**src/core/cih_regs.svh**
```systemverilog
`ifndef CIH_REGS_SVH
`define CIH_REGS_SVH

// ----------------------------------------
// Register byte offsets
// ----------------------------------------
`define CIH_OFS_PRI_EN 6'h00
`define CIH_OFS_EXT_EN1 6'h04
`define CIH_OFS_EXT_EN2 6'h08
`define CIH_OFS_PRIO 6'h0C
`define CIH_OFS_TCTL 6'h10
`define CIH_OFS_PEND 6'h14
`define CIH_OFS_ACTV 6'h18
`define CIH_OFS_STAT 6'h1C
`define CIH_OFS_MASK 6'h20

// ----------------------------------------
// Field positions
// ----------------------------------------
`define CIH_GLB_BIT 7
`define CIH_TRIG0_BIT 0
`define CIH_PEND0_BIT 1
`define CIH_TRIG1_BIT 2
`define CIH_PEND1_BIT 3
`define CIH_ST_CALL 0
`define CIH_ST_RETURN_FROM_INTERRUPT 1

// ----------------------------------------
// Sizes, vectors and reset values
// ----------------------------------------
`define CIH_NSRC 22
`define CIH_VEC_BASE 16'h0003
`define CIH_VEC_SHIFT 3
`define CIH_AUTOCLR 22'h0_0000
`define CIH_RST_BYTE 8'h00
`define CIH_RST_WORD 22'h0_0000

`endif

```
**src/core/cih_pkg.sv**
```systemverilog
package cih_pkg;

  // ----------------------------------------
  // Sequencer hand-off state
  // ----------------------------------------
  typedef enum logic [1:0] {
    CIH_RUN  = 2'b00,
    CIH_SKIP = 2'b01
  } cih_state_t;

  // Source index
  typedef logic [4:0] cih_src_t;

endpackage

```
**src/core/cih_ext_irq.sv**
```systemverilog
`timescale 1ns/1ps
`include "cih_regs.svh"

module cih_ext_irq (
  // Clock and reset
  input wire logic sys_clk_i,
  input wire logic rst_n_i,
  // Pin, active low
  input wire logic pin_n_i,
  // Control
  input wire logic trig_edge_i,
  input wire logic ack_i,
  input wire logic sw_wr_i,
  input wire logic sw_val_i,
  // Flag
  output logic pending_o
);

  // ----------------------------------------
  // Pin synchroniser
  // ----------------------------------------
  logic sync1_reg; // First stage, read by sync2 only
  logic sync2_reg; // Safe pin level
  logic prev_reg; // Delayed level for edge detect
  logic pend_next;
  wire fall_w = prev_reg & ~sync2_reg; // Falling edge seen

  // Idle pin is high, so reset to high
  always_ff @(posedge sys_clk_i) begin
    if (!rst_n_i) begin
      sync1_reg <= 1'b1;
      sync2_reg <= 1'b1;
      prev_reg <= 1'b1;
    end else begin
      sync1_reg <= pin_n_i;
      sync2_reg <= sync1_reg;
      prev_reg <= sync2_reg;
    end
  end

  // ----------------------------------------
  // Flag: latched edge or live level
  // ----------------------------------------
  // Edge: new edge beats ack and software clear
  // Level: no latch, a held pin keeps asking
  assign pend_next = trig_edge_i ?
    (((sw_wr_i ? sw_val_i : pending_o) & ~ack_i) | fall_w) :
    ~sync2_reg;

  always_ff @(posedge sys_clk_i) begin
    if (!rst_n_i) begin
      pending_o <= 1'b0;
    end else begin
      pending_o <= pend_next;
    end
  end
endmodule

```
**src/core/cih_top.sv**
```systemverilog
`timescale 1ns/1ps
`include "cih_regs.svh"

// Function
// - 22 sources, two levels, flags in registers
// - Event sets its flag regardless of enables
// - Enabled flag calls vector after instruction ends
// - Return resumes the interrupted instruction stream
// - Disabled source's flag raises no request
// - Source enables count only with global enable
// - Global enable low blocks every source
// - Some flags cleared on vector, others software
// - Still pending after return: one instruction first
// - Software setting a flag acts as event, except external flags in level mode
// - External inputs active low, edge or level
// - External flags at control bits 1, 3
// - Edge mode flag cleared on vector
// - Level mode flag follows the pin

module cih_top #(
  parameter logic [21:0] AUTOCLR_MASK = `CIH_AUTOCLR
) (
  // Clock and reset
  input wire logic sys_clk_i,
  input wire logic rst_n_i,
  // Avalon-MM slave
  input wire logic [5:0] avs_address_i,
  input wire logic avs_read_i,
  input wire logic avs_write_i,
  input wire logic [31:0] avs_writedata_i,
  input wire logic [3:0] avs_byteenable_i,
  output logic [31:0] avs_readdata_o,
  output logic avs_waitrequest_o,
  // Interrupt sources
  input wire logic ext_irq0_n_i,
  input wire logic ext_irq1_n_i,
  input wire logic [21:2] src_event_i,
  // CPU sequencer
  input wire logic instr_done_i,
  input wire logic return_from_interrupt_i,
  output logic call_req_o,
  output logic [4:0] call_src_o,
  output logic [15:0] call_addr_o,
  output logic irq_req_o,
  // Block interrupt
  output logic irq_o
);

  // ----------------------------------------
  // Elaboration checks
  // ----------------------------------------
  // External flags clear themselves; mask bits there make no sense
  if (AUTOCLR_MASK[1:0] != 2'b00) begin : g_chk_mask
    $error("AUTOCLR_MASK bits 1:0 must be zero");
  end

  // ----------------------------------------
  // Helpers
  // ----------------------------------------
  // Address match
  function automatic logic hit(input logic [5:0] a, input logic [5:0] ofs);
    hit = (a == ofs);
  endfunction

  // Byte-lane merge of a write
  function automatic logic [31:0] merge(input logic [31:0] old,
                                        input logic [31:0] wd,
                                        input logic [3:0] be);
    logic [31:0] m;
    m = {{8{be[3]}}, {8{be[2]}}, {8{be[1]}}, {8{be[0]}}};
    merge = (old & ~m) | (wd & m);
  endfunction

  // Lowest set bit wins within a level
  function automatic cih_pkg::cih_src_t first_set(input logic [21:0] v);
    first_set = 5'h00;
    for (int i = `CIH_NSRC - 1; i >= 0; i--) begin
      if (v[i]) begin
        first_set = 5'(i);
      end
    end
  endfunction

  // ----------------------------------------
  // State
  // ----------------------------------------
  logic wait_reg; // Waitrequest, high at rest
  logic [31:0] rdata_reg; // Read data holding
  logic [7:0] pri_en_reg; // Global enable and sources 0..5
  logic [7:0] ext_en1_reg; // Sources 6..13
  logic [7:0] ext_en2_reg; // Sources 14..21
  logic [21:0] prio_reg; // One means high level
  logic [1:0] trig_reg; // Edge select per external input
  logic [21:2] pend_reg; // Peripheral pending flags
  logic [1:0] stat_reg; // Sticky block events
  logic [1:0] mask_reg; // Block interrupt mask
  logic in_lo_reg; // Low routine running
  logic in_hi_reg; // High routine running
  cih_pkg::cih_state_t state_reg; // Post-return hold
  logic call_req_reg;
  cih_pkg::cih_src_t call_src_reg;
  logic [15:0] call_addr_reg;
  logic irq_req_reg;
  logic irq_reg;

  // ----------------------------------------
  // Bus decode
  // ----------------------------------------
  wire req_w = avs_read_i | avs_write_i;
  wire wr_go = avs_write_i & ~wait_reg; // Write commits here
  wire rd_go = avs_read_i & ~wait_reg; // Read completes here
  wire wr_pri = wr_go & hit(avs_address_i, `CIH_OFS_PRI_EN);
  wire wr_en1 = wr_go & hit(avs_address_i, `CIH_OFS_EXT_EN1);
  wire wr_en2 = wr_go & hit(avs_address_i, `CIH_OFS_EXT_EN2);
  wire wr_prio = wr_go & hit(avs_address_i, `CIH_OFS_PRIO);
  wire wr_tctl = wr_go & hit(avs_address_i, `CIH_OFS_TCTL);
  wire wr_pend = wr_go & hit(avs_address_i, `CIH_OFS_PEND);
  wire wr_mask = wr_go & hit(avs_address_i, `CIH_OFS_MASK);
  wire rd_stat = rd_go & hit(avs_address_i, `CIH_OFS_STAT);
  wire [31:0] wd_pri = merge({24'h00_0000, pri_en_reg}, avs_writedata_i, avs_byteenable_i);
  wire [31:0] wd_en1 = merge({24'h00_0000, ext_en1_reg}, avs_writedata_i, avs_byteenable_i);
  wire [31:0] wd_en2 = merge({24'h00_0000, ext_en2_reg}, avs_writedata_i, avs_byteenable_i);
  wire [31:0] wd_prio = merge({10'h000, prio_reg}, avs_writedata_i, avs_byteenable_i);
  wire [31:0] wd_pend = merge({10'h000, pend_reg, 2'b00}, avs_writedata_i, avs_byteenable_i);
  wire [31:0] wd_mask = merge({30'h0000_0000, mask_reg}, avs_writedata_i, avs_byteenable_i);
  wire tctl_lane = wr_tctl & avs_byteenable_i[0];

  // ----------------------------------------
  // External inputs
  // ----------------------------------------
  wire [1:0] ext_pin_n = {ext_irq1_n_i, ext_irq0_n_i};
  wire [1:0] ext_pend; // Flags at control bits 1 and 3
  wire [1:0] sw_ext_val = {avs_writedata_i[`CIH_PEND1_BIT], avs_writedata_i[`CIH_PEND0_BIT]};
  logic [21:0] ack_vec; // One-hot vectored source

  for (genvar k = 0; k < 2; k++) begin : g_ext
    cih_ext_irq u_ext (
      .sys_clk_i(sys_clk_i),
      .rst_n_i(rst_n_i),
      .pin_n_i(ext_pin_n[k]),
      .trig_edge_i(trig_reg[k]),
      .ack_i(ack_vec[k]),
      .sw_wr_i(tctl_lane),
      .sw_val_i(sw_ext_val[k]),
      .pending_o(ext_pend[k])
    );
  end

  // ----------------------------------------
  // Request qualification and arbitration
  // ----------------------------------------
  wire glb_en = pri_en_reg[`CIH_GLB_BIT];
  wire [21:0] en_all = {ext_en2_reg, ext_en1_reg, pri_en_reg[5:0]};
  wire [21:0] pend_all = {pend_reg, ext_pend};
  // Global gate over every per-source enable
  wire [21:0] eff_req = pend_all & en_all & {`CIH_NSRC{glb_en}};
  wire [21:0] hi_cand = eff_req & prio_reg;
  wire [21:0] lo_cand = eff_req & ~prio_reg;
  // High may interrupt low; nothing interrupts high
  wire can_hi = (|hi_cand) & ~in_hi_reg;
  wire can_lo = (|lo_cand) & ~in_hi_reg & ~in_lo_reg;
  wire any_req = can_hi | can_lo;
  wire [4:0] win_src = can_hi ? first_set(hi_cand) : first_set(lo_cand);
  wire in_run = (state_reg == cih_pkg::CIH_RUN);
  // Call only at an instruction boundary, never on the return itself
  wire take = instr_done_i & ~return_from_interrupt_i & any_req & in_run;
  wire take_hi = take & can_hi;
  wire [15:0] vec_addr = `CIH_VEC_BASE + (16'(win_src) << `CIH_VEC_SHIFT);

  assign ack_vec = take ? (22'h0_0001 << win_src) : 22'h0_0000;

  // ----------------------------------------
  // Next values
  // ----------------------------------------
  logic [21:2] pend_next;
  logic [1:0] stat_next;
  logic [1:0] mask_next;
  cih_pkg::cih_state_t state_next;

  // Events last so they win over software and vector clears
  assign pend_next = ((wr_pend ? wd_pend[21:2] : pend_reg)
                      & ~(ack_vec[21:2] & AUTOCLR_MASK[21:2]))
                     | src_event_i;
  // Read clears; a same-cycle event still lands
  assign stat_next = (rd_stat ? 2'b00 : stat_reg) | {return_from_interrupt_i, take};
  assign mask_next = wr_mask ? wd_mask[1:0] : mask_reg;

  // Hold state: after a return one instruction must run
  always_comb begin
    state_next = state_reg;
    case (state_reg)
      cih_pkg::CIH_RUN: begin
        if (return_from_interrupt_i) begin
          state_next = cih_pkg::CIH_SKIP;
        end
      end
      cih_pkg::CIH_SKIP: begin
        if (instr_done_i && !return_from_interrupt_i) begin
          state_next = cih_pkg::CIH_RUN;
        end
      end
      default: begin
        state_next = cih_pkg::CIH_RUN;
      end
    endcase
  end

  // ----------------------------------------
  // Read mux
  // ----------------------------------------
  wire [31:0] rd_tctl = {28'h000_0000, ext_pend[1], trig_reg[1], ext_pend[0], trig_reg[0]};
  wire [31:0] rd_actv = {22'h00_0000, state_reg, 1'b0, call_src_reg, in_hi_reg, in_lo_reg};
  wire [5:0] ra = avs_address_i;
  wire [31:0] rd_mux =
    hit(ra, `CIH_OFS_PRI_EN) ? {24'h00_0000, pri_en_reg} :
    hit(ra, `CIH_OFS_EXT_EN1) ? {24'h00_0000, ext_en1_reg} :
    hit(ra, `CIH_OFS_EXT_EN2) ? {24'h00_0000, ext_en2_reg} :
    hit(ra, `CIH_OFS_PRIO) ? {10'h000, prio_reg} :
    hit(ra, `CIH_OFS_TCTL) ? rd_tctl :
    hit(ra, `CIH_OFS_PEND) ? {10'h000, pend_reg, 2'b00} :
    hit(ra, `CIH_OFS_ACTV) ? rd_actv :
    hit(ra, `CIH_OFS_STAT) ? {30'h0000_0000, stat_reg} :
    hit(ra, `CIH_OFS_MASK) ? {30'h0000_0000, mask_reg} :
    32'h0000_0000; // Unmapped reads zero

  // ----------------------------------------
  // Bus slave flops
  // ----------------------------------------
  // Fixed one wait cycle: capture on first edge, finish on second
  always_ff @(posedge sys_clk_i) begin
    if (!rst_n_i) begin
      wait_reg <= 1'b1;
      rdata_reg <= 32'h0000_0000;
    end else begin
      wait_reg <= ~(req_w & wait_reg);
      if (avs_read_i && wait_reg) begin
        rdata_reg <= rd_mux;
      end
    end
  end

  // ----------------------------------------
  // Software registers
  // ----------------------------------------
  // Enables, priorities and trigger selects
  always_ff @(posedge sys_clk_i) begin
    if (!rst_n_i) begin
      pri_en_reg <= `CIH_RST_BYTE;
      ext_en1_reg <= `CIH_RST_BYTE;
      ext_en2_reg <= `CIH_RST_BYTE;
      prio_reg <= `CIH_RST_WORD;
      trig_reg <= 2'b00;
      mask_reg <= 2'b00;
    end else begin
      if (wr_pri) begin
        pri_en_reg <= wd_pri[7:0];
      end
      if (wr_en1) begin
        ext_en1_reg <= wd_en1[7:0];
      end
      if (wr_en2) begin
        ext_en2_reg <= wd_en2[7:0];
      end
      if (wr_prio) begin
        prio_reg <= wd_prio[21:0];
      end
      if (tctl_lane) begin
        trig_reg <= {avs_writedata_i[`CIH_TRIG1_BIT], avs_writedata_i[`CIH_TRIG0_BIT]};
      end
      mask_reg <= mask_next;
    end
  end

  // Flags and sticky status
  always_ff @(posedge sys_clk_i) begin
    if (!rst_n_i) begin
      pend_reg <= 20'h0_0000;
      stat_reg <= 2'b00;
      irq_reg <= 1'b0;
    end else begin
      pend_reg <= pend_next;
      stat_reg <= stat_next;
      irq_reg <= |(stat_next & mask_next);
    end
  end

  // ----------------------------------------
  // Sequencer side
  // ----------------------------------------
  // Return closes the innermost routine, high before low
  always_ff @(posedge sys_clk_i) begin
    if (!rst_n_i) begin
      in_lo_reg <= 1'b0;
      in_hi_reg <= 1'b0;
      state_reg <= cih_pkg::CIH_RUN;
    end else begin
      state_reg <= state_next;
      if (return_from_interrupt_i) begin
        if (in_hi_reg) begin
          in_hi_reg <= 1'b0;
        end else begin
          in_lo_reg <= 1'b0;
        end
      end else if (take_hi) begin
        in_hi_reg <= 1'b1;
      end else if (take) begin
        in_lo_reg <= 1'b1;
      end
    end
  end

  // Call pulse with source and vector
  always_ff @(posedge sys_clk_i) begin
    if (!rst_n_i) begin
      call_req_reg <= 1'b0;
      call_src_reg <= 5'h00;
      call_addr_reg <= 16'h0000;
      irq_req_reg <= 1'b0;
    end else begin
      call_req_reg <= take;
      irq_req_reg <= any_req;
      if (take) begin
        call_src_reg <= win_src;
        call_addr_reg <= vec_addr;
      end
    end
  end

  assign avs_waitrequest_o = wait_reg;
  assign avs_readdata_o = rdata_reg;
  assign call_req_o = call_req_reg;
  assign call_src_o = call_src_reg;
  assign call_addr_o = call_addr_reg;
  assign irq_req_o = irq_req_reg;
  assign irq_o = irq_reg;
endmodule

```
**config.mk**
```make
export PLATFORM = sky130hd
export DESIGN_NAME = cih_top
export DESIGN_NICKNAME = d
export VERILOG_FILES = /design/src/core/cih_pkg.sv /design/src/core/cih_ext_irq.sv /design/src/core/cih_top.sv
export VERILOG_INCLUDE_DIRS = /design/src /design/src/core
export SDC_FILE = /design/constraint.sdc
export NUM_CORES = 1
export LEC_CHECK = 0
export ABC_AREA = 1
export BUFFER_PORTS_ARGS = -buffer_cell sky130_fd_sc_hd__clkbuf_2
export CORE_MARGIN = 2
export CORE_UTILIZATION = 34
export DETAILED_ROUTE_END_ITERATION = 7
export GPL_TIMING_DRIVEN = 0
export MAX_ROUTING_LAYER = met4
export PLACE_DENSITY = 0.56
export SYNTH_ARGS = -nofsm -noshare
export SYNTH_HDL_FRONTEND = slang
export SYNTH_SLANG_ARGS = --single-unit
```
**constraint.sdc**
```tcl
create_clock -name sys_clk_i -period 4.06 [get_ports sys_clk_i]
set_clock_uncertainty 0.05 [all_clocks]
set_input_delay 0.406 -clock sys_clk_i [delete_from_list [all_inputs] [get_ports sys_clk_i]]
set_output_delay 0.406 -clock sys_clk_i [all_outputs]
set_load 0.005 [all_outputs]
```
After elaboration in Yosys (flattened, before gate mapping)
Index checks and enable logic that the tools add are counted.
Operators by class
  reductions and logical operators: 12
  shifts and indexed selects: 1
  add/sub/neg operators: 1
  multiplexer cells: 69
  bitwise gates (word level): 59
  eq/ne operators: 13
Operators with widths (number)
  $mux 5: 45
  $and 22x22->22: 7
  $mux 22: 6
  $not 22->22: 2
  $or 22x22->22: 2
  $reduce_or 22->1: 2
  $and 8x8->8: 3
  $eq 6x5->1 const B: 4
  $or 8x8->8: 3
  $and 1x1->1: 23
  $mux 20: 1
  $or 20x20->20: 1
  $mux 2: 7
  $eq 6x4->1 const B: 2
  $mux 10: 1
  $not 1->1: 10
  $add 2x8->9 const A: 1
  $mux 1: 8
  $ne 2x2->1 const B: 4
  $eq 6x3->1 const B: 1
  $eq 6x6->1 const B: 1
  $logic_not 6->1: 1
  $shl 1x5->2 const A: 1
  $and 2x2->2: 2
  11 further kinds: 17
Storage, ports and cells
  output and inout port bits: 57
  input bits: 70
  register bits after elaboration: 141

Longest topological paths before layout
  depth in word-level cells: 32
  mapped depth: 28

Hierarchy
From an unflattened synthesis, not the netlist that was laid out.
Second synthesis, totals
  cell total of the unflattened synthesis: 881
  area, all modules: 5914.4 um^2
By module, submodules not included
  cih_top: area an instance 5614.1 um^2, instances 1, cells each 839
  cih_ext_irq: area an instance 150.1 um^2, instances 2, cells each 21

Worst setup path after synthesis
OpenSTA, ideal clock, no wires.
  path type: input-to-reg
  start: in avs_address_i[1]
  end: reg pend_reg[13] in the netlist's numbering
  stages on the path: 13
  path buffers: 1
  arrival time: 1817 ps
  setup time: 115 ps
  slack: 2077 ps
  path through: nor2_1 inv_2 nor2_1 nand2_1 nor2_1 inv_1 nor2_1 nand2_1 clkbuf_1 nand2_1 o21ai_0 o21ai_0 inv_1
On the way
  cells in the longest elaborated chain, start to end: 4
Ends and longest elaborated chain
  from (decl): line cih_top.sv:27  | input wire logic [5:0] avs_address_i,
  $eq 6x5->1: line cih_top.sv:62  | hit = (a == ofs);
  $and 1x1->1: line cih_top.sv:117  | wire wr_pend = wr_go & hit(avs_address_i, `CIH_OFS_PEND);
  $mux 20: line cih_top.sv:181  | assign pend_next = ((wr_pend ? wd_pend[21:2] : pend_reg)
  $or 20x20->20: line cih_top.sv:183  | | src_event_i;
  to (signal assigned): line cih_top.sv:281  | pend_reg <= pend_next;
  to (decl): line cih_top.sv:94  | logic [21:2] pend_reg;
Every way passes these cells.
A chain may end at the register's enable or synchronous reset.

==> metrics.md <==
| Metric | Value |
|---|---|
| Initial core utilization | 0.346 |
| Total CTS buffers | 17 |
| Die span in y | about 140 µm |
| Cells after Synth | 882 |
| Largest net degree at the start of global routing | 17 |
| CTS tree | done |
| Total Nets Final | 1085 |
| Min-delay worst type | in2reg |
| Worst skew pair latency | between 400 and 500 ps |
| Gr ovfl total | 0 |
| Synth area leader | dfxtp_1 |
| Layout cells sized above 1 | 0.182 |
| CP most frequent cell | nand2_1 |
| RePlAce Congestion | 0.968 |
| Initial antenna violation count | 0 |
| Worst-Margin Slew | 901 ps |
| Worst hold stages | 2 |
| Reg2reg setup slack | 1500 ps |
| Pwr dens | roughly 360 nW/µm² |
| Top-area cell type share of the netlist area | 0.388 |
| Area contributors post-synth | dfxtp_1 39%, nand2_1 11%, inv_1 8.7%, o21ai_0 8.0%, a21oi_1 7.7% |
| RSZ-0062 raised after global routing | false |
| Total track usage | 0.230 |
| Global-route wire length before repair | slightly above 30 mm |
| DP Wirelength | 15.6 mm |
| VDD IR max | 0.307 mV |
| Part of the cycle the worst path needs | 0.630 |
| First-pass DRT Iterations | 5 |
| Setup bufs post-CTS | 0 |
| Num rows | 48 |
| Layout overhead on the synthesized area | 22.3% |
| Max-slew headroom | 0.395 |
| Crit end category | register |
| Synth warn | 0 |
| Synth Register Bits | 115 |
| Post-CTS Hold Buffers | 0 |
| Worst path arrival time | 2820 ps |
| FMAX | 391 MHz |
| Clock Path Buffers | 2 |
| Fillers | about 1800 |
| WHS Endpoint | g_ext[1].u_ext.sync1_reg |
| Resized cells post-CTS | 0 |
| Count of cell types in the netlist | 43 |
| IO Pins | 127 |
| Initial DRC count | 425 |
| Setup violators final | 0 |
| Total power | approximately 2600 µW |
| CP max-delay cell | nor4_1 |
| DRT Wirelength | 20.0 mm |
| Hold Vio Cnt, Final | 0 |
| DR WL/cell | about 16 µm |
| Max cap viols | 0 |
| Critical path type | reg2reg |
| Reg2Reg Depth | 14 |
| Placeable Area | 17200 µm² |
| ANT cells | 0 |
| Sequential share of the synthesized area | 0.388 |
| Total vias in the final route | 6034 |
| Cell Chain, Critical Path | buf_6 > buf_6 > nand4_1 > nand2_1 > nor4_1 > inv_1 > a32oi_1 > nand2_1 > inv_1 > nand3_1 > nor2_1 > nand3_1 > nand2_1 > nand2_1 |
| CTS root buffer | clkbuf_16 |
| Vias per std cell | 4.83 |
| CTS sink count | 115 |
| Leakage | between 0.003 and 0.004 µW |
| Max-slew violations | 0 |
| Final ANT Viol Nets | 0 |
| Crit path max fanout | 10 |
| Hold path start | ext_irq1_n_i |
| Final Core Density | 0.423 |
| Total negative slack | 0 ps |
| Die X | approximately 140 µm |
| Netlist Area Pre-Place | 5940 µm² |
| Clk slew on worst S/H paths | 50 ps |
| DIE AREA | 18500 µm² |
| Buffers on Ports | 96 |
| Startpoint Class | register |
| R2r endpoint | g_ext[0].u_ext.pending_o |
| Worst EP required | 4330 ps |
| Vias in the first global route | 5670 |
| Largest stage delay, worst path | roughly 520 ps |
| Status | complete, no violations |
| H-Tree Depth | 4 |
| Syn avg cell area | around 6.7 µm² |
| Post-layout min period | 2560 ps |
| Residual DRC | 0 |
-- placed cells by master, fill, tap and decap left out, drive strengths merged, types with 5 or more instances in the layout --
master,netlist,final
nor3,8,8
o31ai,6,6
a221oi,5,5
buf,35,35
nand4,9,9
a21oi,92,92
conb,1,19
or2,6,6
o211ai,5,5
dfxtp,115,115
inv,144,144
clkbuf,22,145
nor2,110,110
o21ai,96,96
nand2,171,171
nand3,33,33
-- worst max-delay path: cells and delay by family, from the launching register on --
family	cells	cell delay [ps]
AND/OR/NAND/NOR	9	1290
buffers and inverters	4	520
flip-flops	1	300
AO/OA/AOI/OAI	1	260
-- routing by layer --
layer,global-route usage,part of all wire,routed length [µm],vias up
li1,-,-,-,3066
met1,0.300,0.46,9170,2711
met2,0.343,0.44,8810,215
met3,0.0459,0.071,1420,42
met4,0.104,0.029,578,0
met5,-,0,0,-
-- report_power, final --
group          internal, µW  leakage (µW)  switching, µW  total, µW
registers              1150      0.000936           21.8       1180
logic                  63.0       0.00217            101        164
clock network           808      0.000239            493       1300
total                  2030       0.00334            615       2640
-- through the flow --
stage / hold WS (ps) / instances / worst slack (ps) / area [µm²]
global route: 114 / 1248 / 1270 / 7260
detailed placement: 349 / 1221 / 1210 / 6770
CTS: 106 / 1248 / 1540 / 7260
floorplan: 343 / 900 / 2080 / 6010
global placement: 348 / 1221 / 1190 / 6770
finish: 114 / 1248 / 1500 / 7260
-- layout make-up --
type | instances | area [µm²] | share of cell area
plain buffers | 57 | 349 | 0.0481
clock buffers | 27 | 493 | 0.0679
inverters | 144 | 546 | 0.0751
multi-input cells | 584 | 2810 | 0.387
flip-flops and latches | 115 | 2300 | 0.317
well taps | 225 | 282 | 0.0388
repair buffers | 96 | 480 | 0.0662
-- worst max path at each step --
stage / slack, ps / end
after floorplan: 2080 / pend_reg[13]
after CTS: 1540 / g_ext[0].u_ext.pending_o
after global routing: 1270 / g_ext[0].u_ext.pending_o
final: 1500 / g_ext[0].u_ext.pending_o
after detailed placement: 1210 / register
after global placement: 1190 / register
-- logic make-up after synthesis --
family | share of synthesized area
flip-flops | 0.388
AND/OR/NAND/NOR | 0.251
AO/OA/AOI/OAI | 0.210
buffers and inverters | 0.151
other | 0.000632
-- cells in the mapped netlist --
library cell	number
nand2_1	170
inv_1	137
dfxtp_1	115
nor2_1	98
o21ai_0	95
a21oi_1	91
buf_4	26
nand3_1	25
clkbuf_1	22
nand4_1	9
nor2_2	8
nand3_2	7
nor3_1	7
inv_2	6
o31ai_1	6
or2_2	6
a221oi_1	5
o211ai_1	5
nor2_4	4
a21o_1	3
a41o_1	3
buf_2	3
buf_6	3
o21bai_1	3
o221ai_1	3
a211oi_1	2
a31oi_1	2
buf_1	2
nor4_1	2
a2111oi_0	1
a21oi_2	1
a221o_1	1
a22oi_1	1
a32o_1	1
a32oi_1	1
buf_8	1
conb_1	1
inv_6	1
nand2_2	1
nand3_4	1
nor3_2	1
nor4_4	1
o21ai_1	1
(Power assumes the default switching activity.)
